### src/hdl/pdmc_pkg.sv
// package: register map, field layout and constants of the power-down mode controller
package pdmc_pkg;

    // ------------------------------------------------------------
    // register map
    // ------------------------------------------------------------
    localparam logic [15:0] SYSTEM_POWER_CONTROL_ADDR = 16'hffc4;
    localparam logic [7:0] SYSTEM_POWER_CONTROL_RESET = 8'h09;
    localparam int SOFT_STANDBY_SELECT_BIT = 7;
    localparam int WAKE_SETTLE_SELECT_HI = 6;
    localparam int WAKE_SETTLE_SELECT_LO = 4;
    localparam int RESET_SOURCE_FLAG_BIT = 3;
    localparam int NMI_EDGE_SELECT_BIT = 2;
    localparam int HOST_IF_ENABLE_BIT = 1;
    localparam int ONCHIP_RAM_ENABLE_BIT = 0;

    // ------------------------------------------------------------
    // settling counts in states
    // ------------------------------------------------------------
    localparam logic [17:0] SETTLE_8K = 18'h02000;
    localparam logic [17:0] SETTLE_16K = 18'h04000;
    localparam logic [17:0] SETTLE_32K = 18'h08000;
    localparam logic [17:0] SETTLE_64K = 18'h10000;
    localparam logic [17:0] SETTLE_128K = 18'h20000;
    localparam logic [17:0] SETTLE_1K = 18'h00400;

    // ------------------------------------------------------------
    // power states
    // ------------------------------------------------------------
    typedef enum logic [4:0] {
        PDMC_RUN = 5'h01,
        PDMC_SLEEP = 5'h02,
        PDMC_SSTBY = 5'h04,
        PDMC_SETTLE = 5'h08,
        PDMC_HSTBY = 5'h10
    } pdmc_state_e;

    typedef struct packed {
        logic soft_standby_select;
        logic [2:0] wake_settle_select;
        logic reset_source_flag;
        logic nmi_edge_select;
        logic host_if_enable;
        logic onchip_ram_enable;
    } pdmc_ctrl_s;

endpackage

### src/hdl/pdmc_top.sv
// power-down mode controller: sleep, software standby and hardware standby sequencing
//
// Implementation choice: strobed register access.
module pdmc_top
    import pdmc_pkg::*;
#(
    parameter bit FLASH_VARIANT = 1'b0
) (
    input wire logic SYS_CLK,
    input wire logic ARST_N,
    input wire logic [15:0] REG_ADDR,
    input wire logic [7:0] REG_WDATA,
    input wire logic REG_WR,
    input wire logic REG_RD,
    output logic [7:0] REG_RDATA,
    input wire logic POWER_DOWN_EXEC,
    input wire logic IRQ_PENDING,
    input wire logic WAKE_EXT_IRQ,
    input wire logic CHIP_RESET_PIN_N,
    input wire logic HW_STANDBY_PIN_N,
    input wire logic RESET_SOURCE_IN,
    output logic CPU_HALT,
    output logic PERIPH_HALT,
    output logic PERIPH_RESET,
    output logic CLOCK_STOP,
    output logic OSC_ENABLE,
    output logic PORTS_HIZ,
    output logic WAKE_DONE,
    output logic [4:0] POWER_STATE
);

    // ------------------------------------------------------------
    // settling count decode
    // ------------------------------------------------------------
    function automatic logic [17:0] settle_count(input logic [2:0] sel);
        logic [17:0] n;
        n = SETTLE_8K;
        unique case (sel)
            3'h0: n = SETTLE_8K;
            3'h1: n = SETTLE_16K;
            3'h2: n = SETTLE_32K;
            3'h3: n = SETTLE_64K;
            3'h4: n = SETTLE_128K;
            3'h5: n = FLASH_VARIANT ? SETTLE_1K : SETTLE_128K;
            // codes 11x are unused and fall back to the longest count
            default: n = SETTLE_128K;
        endcase
        return n;
    endfunction

    // ------------------------------------------------------------
    // system power control register
    // ------------------------------------------------------------
    pdmc_ctrl_s ctrl_q, ctrl_d;
    logic [7:0] rdata_q, rdata_d;
    logic hit;
    logic wr_hit;
    logic rd_hit;

    // unmapped addresses read as zero and ignore writes
    assign hit = (REG_ADDR == SYSTEM_POWER_CONTROL_ADDR);
    assign wr_hit = REG_WR && hit;
    assign rd_hit = REG_RD && hit;

    always_comb begin
        ctrl_d = ctrl_q;
        // read-only flag follows the reset source every cycle
        ctrl_d.reset_source_flag = RESET_SOURCE_IN;
        if (wr_hit) begin
            ctrl_d.soft_standby_select = REG_WDATA[SOFT_STANDBY_SELECT_BIT];
            ctrl_d.wake_settle_select =
                REG_WDATA[WAKE_SETTLE_SELECT_HI:WAKE_SETTLE_SELECT_LO];
            ctrl_d.nmi_edge_select = REG_WDATA[NMI_EDGE_SELECT_BIT];
            ctrl_d.host_if_enable = REG_WDATA[HOST_IF_ENABLE_BIT];
            ctrl_d.onchip_ram_enable = REG_WDATA[ONCHIP_RAM_ENABLE_BIT];
        end
        rdata_d = rd_hit ? ctrl_q : 8'h00;
    end

    always_ff @(posedge SYS_CLK or negedge ARST_N) begin
        if (!ARST_N) begin
            ctrl_q <= SYSTEM_POWER_CONTROL_RESET;
            rdata_q <= 8'h00;
        end else begin
            ctrl_q <= ctrl_d;
            rdata_q <= rdata_d;
        end
    end

    // ------------------------------------------------------------
    // power state machine
    // ------------------------------------------------------------
    pdmc_state_e state_q, state_d;
    logic [17:0] cnt_q, cnt_d;
    logic done_q, done_d;
    logic [17:0] settle_target;

    // selector is read every settling cycle, so a late rewrite acts at once
    assign settle_target = settle_count(ctrl_q.wake_settle_select);

    always_comb begin
        state_d = state_q;
        cnt_d = cnt_q;
        done_d = 1'b0;
        unique case (state_q)
            PDMC_RUN: begin
                if (POWER_DOWN_EXEC) begin
                    state_d = ctrl_q.soft_standby_select ? PDMC_SSTBY
                                                         : PDMC_SLEEP;
                end
            end
            PDMC_SLEEP: begin
                if (IRQ_PENDING || !CHIP_RESET_PIN_N) begin
                    state_d = PDMC_RUN;
                end
            end
            PDMC_SSTBY: begin
                if (!CHIP_RESET_PIN_N) begin
                    state_d = PDMC_RUN;
                end else if (WAKE_EXT_IRQ) begin
                    state_d = PDMC_SETTLE;
                    cnt_d = 18'h00000;
                end
            end
            PDMC_SETTLE: begin
                if (!CHIP_RESET_PIN_N) begin
                    state_d = PDMC_RUN;
                end else begin
                    cnt_d = cnt_q + 18'h00001;
                    if (cnt_d >= settle_target) begin
                        state_d = PDMC_RUN;
                        done_d = 1'b1;
                    end
                end
            end
            PDMC_HSTBY: begin
                state_d = PDMC_RUN;
            end
            default: state_d = PDMC_RUN;
        endcase
        // hardware standby wins over every transition above
        if (!HW_STANDBY_PIN_N) begin
            state_d = PDMC_HSTBY;
            done_d = 1'b0;
        end
    end

    always_ff @(posedge SYS_CLK or negedge ARST_N) begin
        if (!ARST_N) begin
            state_q <= PDMC_RUN;
            cnt_q <= 18'h00000;
            done_q <= 1'b0;
        end else begin
            state_q <= state_d;
            cnt_q <= cnt_d;
            done_q <= done_d;
        end
    end

    // ------------------------------------------------------------
    // registered control outputs
    // ------------------------------------------------------------
    // bits: 0 cpu halt, 1 periph halt, 2 periph reset, 3 clock stop, 4 osc, 5 hiz
    // each bit is the final pin level, so every output comes straight from a flop
    logic [5:0] outs_q, outs_d;

    always_comb begin
        outs_d = 6'h10;
        unique case (state_d)
            PDMC_RUN: begin
                outs_d = 6'h10; // oscillator on, nothing held
            end
            PDMC_SLEEP: begin
                outs_d = 6'h11;
            end
            PDMC_SSTBY: begin
                outs_d = 6'h0f;
            end
            PDMC_SETTLE: begin
                outs_d = 6'h17;
            end
            PDMC_HSTBY: begin
                outs_d = 6'h2f;
            end
            default: begin
                outs_d = 6'h10;
            end
        endcase
    end

    always_ff @(posedge SYS_CLK or negedge ARST_N) begin
        if (!ARST_N) begin
            outs_q <= 6'h10;
        end else begin
            outs_q <= outs_d;
        end
    end

    always_comb begin
        CPU_HALT = outs_q[0];
        PERIPH_HALT = outs_q[1];
        PERIPH_RESET = outs_q[2];
        CLOCK_STOP = outs_q[3];
        OSC_ENABLE = outs_q[4];
        PORTS_HIZ = outs_q[5];
        WAKE_DONE = done_q;
        POWER_STATE = state_q;
        REG_RDATA = rdata_q;
    end

endmodule // pdmc_top

### config.mk
export PLATFORM = sky130hd
export DESIGN_NAME = pdmc_top
export DESIGN_NICKNAME = d
export VERILOG_FILES = /design/src/hdl/pdmc_pkg.sv /design/src/hdl/pdmc_top.sv
export SDC_FILE = /design/constraint.sdc
export NUM_CORES = 1
export LEC_CHECK = 0
export BUFFER_PORTS_ARGS = -buffer_cell sky130_fd_sc_hd__buf_4
export CORE_MARGIN = 3
export CORE_UTILIZATION = 55
export DETAILED_ROUTE_END_ITERATION = 7
export PLACE_DENSITY = 0.89
export SLEW_MARGIN = 15
export SYNTH_ARGS = -nofsm -noshare
export SYNTH_HDL_FRONTEND = slang
export SYNTH_SLANG_ARGS = --single-unit
### constraint.sdc
create_clock -name SYS_CLK -period 6.4 [get_ports SYS_CLK]
set_input_delay 1.28 -clock SYS_CLK [delete_from_list [all_inputs] [get_ports SYS_CLK]]
set_output_delay 1.28 -clock SYS_CLK [all_outputs]
set_load 0.005 [all_outputs]
# == After elaboration in Yosys (flattened, before gate mapping) ==
# Cells that the tools add are included.
# totals
regBits,46
latch_bits,0
mem_bits_rw,0
rom_bits,0
inputBits,34
out_inout_bits,20
wordCells,55
mem_count,0
# op_classes
n_addsub,1
mul,0
div,0
magnitude_cmp,1
n_eq_ne,15
shifts,0
muxes,20
n_bitwise,0
n_reduce_logical,7
# op_table
cell,count
$pmux W18 S4,1
$mux W18,3
$pmux W18 S2,1
$mux W5,7
$pmux W6 S4,1
$pmux W5 S4,1
$add A18 B1 Y18 const B,1
$ge A18 B18 Y1,1
$eq A16 B16 Y1 const B,1
$eq A5 B2 Y1 const B,2
$eq A5 B3 Y1 const B,2
$eq A5 B4 Y1 const B,2
$mux W8,1
$eq A3 B2 Y1 const B,2
$ne A2 B2 Y1 const B,3
$eq A5 B1 Y1 const B,1
$eq A5 B5 Y1 const B,1
$mux W1,4
$reduce_and A4 Y1,1
$eq A3 B1 Y1 const B,1
$logic_not A3 Y1,1
$mux W3,1
$logic_and A1 B1 Y1,2
$reduce_bool A2 Y1,1
2 further kinds,2

# == Longest topological paths before layout ==
# logic_depth
depth_word,9
mapped_depth,13
depth_no_buf,13

# == Least setup slack after synthesis ==
# No wires, ideal clock.
# synth_path
path_type,reg-to-reg
startpoint,reg cnt_q[0]
endpoint,reg outs_q[2]
setup_time_ns,0.129
arrival_time_ns,2.743
required_time_ns,6.271
slack_ns,3.527
stages_incl_launch_ff,14
path_buffers,0
period_less_slack_ns,2.873
cell_sequence,dfrtp_1 > ha_1 > nand3_1 > nor2_1 > and4_1 > nand3_1 > xnor2_1 > ha_1 > nand2_1 > nor4_1 > a22oi_1 > or3_1 > o2111ai_1 > nand3_1
# synth_via
elab_chain_cells,8
elab_cells_between_ends,11
cone_classes,1 x add/sub; 1 x order compare; 4 x eq/ne; 5 x mux
# synth_rtl
item,line,rtl
start: declaration,pdmc_top.sv:94,"logic [17:0] cnt_q, cnt_d;"
start signal: assignment,pdmc_top.sv:155,cnt_q <= cnt_d;
$add A18 B1 Y18 (*),pdmc_top.sv:129,cnt_d = cnt_q + 18'h00001;
$ge A18 B18 Y1 (*),pdmc_top.sv:130,if (cnt_d >= settle_target) begin
$mux W5 (*),pdmc_top.sv:130,
$mux W5 (*),pdmc_top.sv:126,if (!CHIP_RESET_PIN_N) begin
$pmux W5 S4 (*),pdmc_top.sv:105,unique case (state_q)
$mux W5 (*),pdmc_top.sv:142,if (!HW_STANDBY_PIN_N) begin
"$eq A5 B5 Y1, or another cell as far along",pdmc_top.sv:169,unique case (state_d)
$pmux W6 S4 (*),pdmc_top.sv:169,
end signal: assignment,pdmc_top.sv:195,outs_q <= outs_d;
end: declaration,pdmc_top.sv:165,"logic [5:0] outs_q, outs_d;"
# Mark *: on every way between the ends. The rest lies on a longest branch, timed or not.
# A chain may end at the register's enable or synchronous reset.

# == Worst setup path in the final report ==
# layout_path
startpoint,reg cnt_q[0]
endpoint,reg done_q (netlist: WAKE_DONE)
# layout_via
elab_chain_cells,6
# layout_rtl
item,line,rtl
$add A18 B1 Y18,pdmc_top.sv:129,
$ge A18 B18 Y1,pdmc_top.sv:130,
$mux W1,pdmc_top.sv:130,
$mux W1,pdmc_top.sv:126,
$mux W1,pdmc_top.sv:105,
$mux W1,pdmc_top.sv:142,
net done_d,pdmc_top.sv:95,"logic done_q, done_d;"
end signal: assignment,pdmc_top.sv:156,done_q <= done_d;
end: declaration,pdmc_top.sv:95,
# The timed path passes the listed nets, and every way through them passes these cells.

==> impl_metrics.toml <==
[setup_path]
critical_path.startpoint_type = "register"
path_cells = "ha_1, nand3_1, nor2_1, and4_1, nand3_1, xnor2_1, ha_1, nor2b_1, o21ai_0, a21oi_1, a211oi_1, o21a_1, nor3_1"
slowest_delay_ns = 0.50
endpoint_kind = "register"
cp_slowest_cell = "dfrtp_1"
worstPathMaxFanout = 7
required_ns = 6.56
critPathArrivalTime_ns = 3.58
worstSetupPathType = "register to register"

[cts]
cts.path.max_buffers = 2
clkTransAtPathRegs_ns = 0.09
cts_hold_buf = 0
cts_buffers = 5
htree_levels = 2
postCtsSetupBuffers = 0
worstSkewPairLatency_ns = 0.30
cts_resized = 0
cts_tree = "built"
cts.sinks = 45
cts_root_buf = "clkbuf_8"

[logic_synthesis]
syn_area_mm2 = 0.00260
synth-seq-cells = 45
netlist-cell-type-count = 55
synth_area_leaders = "dfrtp_1, o21ai_0, dfstp_2"
yosys.area.top_type = "dfrtp_1"
yosysTopAreaCellShare = 0.395
synth_flop_cell = "dfrtp_1"
syn_area_per_cell_um2 = 9.44
async_flop_share = 1.00
synth_edf_count = 0
synthesis.nets = 316
syn_inst = 275
ys_seq_area_frac = 0.436
yosys_warnings = 0

[pwr]
p_sw_uw = 116
internal_power_uw = 385
combPwrFrac = 0.070
seqPwrFrac = 0.579
power.static_leakage_nw = 1.48
clock_power_share = 0.350
power.density_mw_per_mm2 = 163
total_power_uw = 502
p_sw_frac = 0.232
ir_drop_mv = 0.113

[die]
ios = 54
core_area_mm2 = 0.00444
die_h_um = 74.7
dieArea_mm2 = 0.00558
fp-row-count = 24
die_w_um = 74.7
initial_core_util = 0.584

[layout]
drive_gt1_frac = 0.264
final_nets = 362
post-route-cell-area_mm2 = 0.00307
area_growth_pct = 18.3
fill_cells = 324
post-route-util = 0.691
antenna_cells = 0

[grt]
grt_first_pass_wirelength_um = 9310
grt_pass1_vias = 2178
grt_max_degree = 46
grt_util_all_layers = 0.215
antenna_found_initial = 0
grt_overflow = 0

[timing]
finalSetupViolations = 0
relSlewSlack = 0.448
setup_tns_ns = 0
setup_ws_ns = 2.98
min_period_ns = 3.42
rsz0062_at_grt = "false"
max_clock_freq_ghz = 0.292
skew_ns = 0.00869
hold_viol = 0
min_period_over_period = 0.535
max_slew.worst_pin.slew_ns = 0.822
slew_violations = 0

[route]
routed_wl_um = 5590
dr.pass1.iters = 4
wl_met1_um = 2370
drtIter0Drc = 173
wl_per_cell_um = 14.9
drtAntennaViolNets = 0
drc_errors = 0
top_layer_used = "met4"
viasPerCell = 5.88
vias = 2198
wl_met3_um = 217
wl_met2_um = 2900

[run]
max_cap_violations = 0

[hold_path]
hp-class = "register to register"

[placement]
io_buffer_count = 52
dpl.hpwl_um = 4130
place_congestion = 0.864
dp_slack_ns = 3.05
placedInstanceArea_mm2 = 0.00298

[run_status]
status = "completed"
power groups by stage:
stage                     sequential [mW]  combinational (mW)  clock [mW]
after detailed placement            0.296              0.0360           0
after global placement              0.296              0.0349           0
after global routing                0.291              0.0389       0.193
after CTS                           0.290              0.0360       0.180
final                               0.291              0.0353       0.176
after floorplan                     0.295             0.00905           0
registers in the layout (all words and copies together), names as in the netlist:
register and count:
cnt_q 18, REG_RDATA 8, ctrl_q 8, POWER_STATE 5, outs_q 5, WAKE_DONE 1
layout by cell type, fill, tap and decap left out, types with 2 or more instances in the layout:
cell type / n
nor3_1: 4
xnor2_1: 6
nand2_1: 24
nor2b_1: 2
a21o_1: 2
nand3_1: 12
nand2_2: 2
o31ai_1: 5
and2_1: 4
nand4_1: 5
nor4b_2: 2
buf_4: 52
nand3b_1: 4
dfstp_2: 4
a21oi_1: 9
o22ai_1: 3
mux2_2: 7
and3_1: 13
a211oi_1: 2
ha_1: 7
nor2_1: 22
clkbuf_8: 5
dfrtp_1: 41
nor4_4: 2
o211ai_1: 3
xor2_1: 3
o21ai_0: 30
nand4_4: 2
inv_1: 13
nand2b_1: 3
a31oi_1: 3
synth_stat cells, drive strengths merged (2+ instances only):
| cell type | count |
|---|---|
| o21ai | 31 |
| nand4 | 7 |
| inv | 14 |
| nand3 | 12 |
| a31o | 2 |
| nand2b | 3 |
| a21oi | 9 |
| ha | 7 |
| and4 | 2 |
| buf | 10 |
| nor4 | 3 |
| and3 | 13 |
| dfstp | 4 |
| a31oi | 3 |
| nor4b | 3 |
| mux2 | 7 |
| dfrtp | 41 |
| nor3 | 5 |
| xnor2 | 6 |
| nor2b | 2 |
| xor2 | 3 |
| nand2 | 26 |
| nor2 | 22 |
| o22ai | 3 |
| a21o | 2 |
| a211oi | 2 |
| clkbuf | 3 |
| o31ai | 5 |
| o211ai | 3 |
| and2 | 4 |
| nand3b | 4 |
cells by family (layout without fill, tap and decap cells):
| family | Yosys count | in the layout | share of synthesized area |
|---|---|---|---|
| AO/OA/AOI/OAI | 69 | 69 | 0.166 |
| XOR/XNOR | 9 | 9 | 0.0304 |
| adder cells (fa/ha/maj) | 7 | 7 | 0.0337 |
| buffers and inverters | 27 | 74 | 0.0477 |
| flip-flops | 45 | 45 | 0.436 |
| multiplexers | 7 | 7 | 0.0304 |
| AND/OR/NAND/NOR | 111 | 111 | 0.256 |
critical path: cells and delay by family (launching register included):
family	cells	cell delay, ns
fa+ha+maj	2	0.61
xor+xnor	1	0.17
flops	1	0.50
simple gates	6	1.10
compound gates	4	0.91
metal layers:
metal	vias up	GRT usage
met3	11	0.0441
li1	1081	-
met4	0	0.0731
met5	-	0
met1	1058	0.268
met2	48	0.371
final timing paths:
kind | cells past startpoint | slack (ns) | end | startpoint
min in group asynchronous | 1 | 0.96 | cnt_q[3] | ARST_N
max in group asynchronous | 1 | 5.05 | ctrl_q[3] | ARST_N
setup / recovery | 13 | 2.98 | WAKE_DONE | cnt_q[0]
hold / removal | 1 | 0.50 | ctrl_q[1] | ctrl_q[1]
setup reg to reg | 13 | 2.98 | WAKE_DONE | cnt_q[0]
hold reg to reg | 1 | 0.50 | ctrl_q[1] | ctrl_q[1]
metrics by stage:
stage | hold WS [ns] | std cells
4_1_cts | 0.507 | 374
2_1_floorplan | 0.470 | 275
3_5_place_dp | 0.488 | 366
6_report | 0.503 | 374
5_1_grt | 0.525 | 374
3_3_place_gp | 0.479 | 366
final cells by class:
type / count / area (um2) / share of cell area
clock buffers: 5 / 68.8 / 0.0224
clock inverters: 3 / 21.3 / 0.00693
inverters: 14 / 52.6 / 0.0171
multi-input cells: 203 / 1340 / 0.437
flip-flops and latches: 45 / 1130 / 0.368
well taps: 52 / 65.1 / 0.0212
repair buffers: 52 / 390 / 0.127
Power figures use the tool's default switching activity.
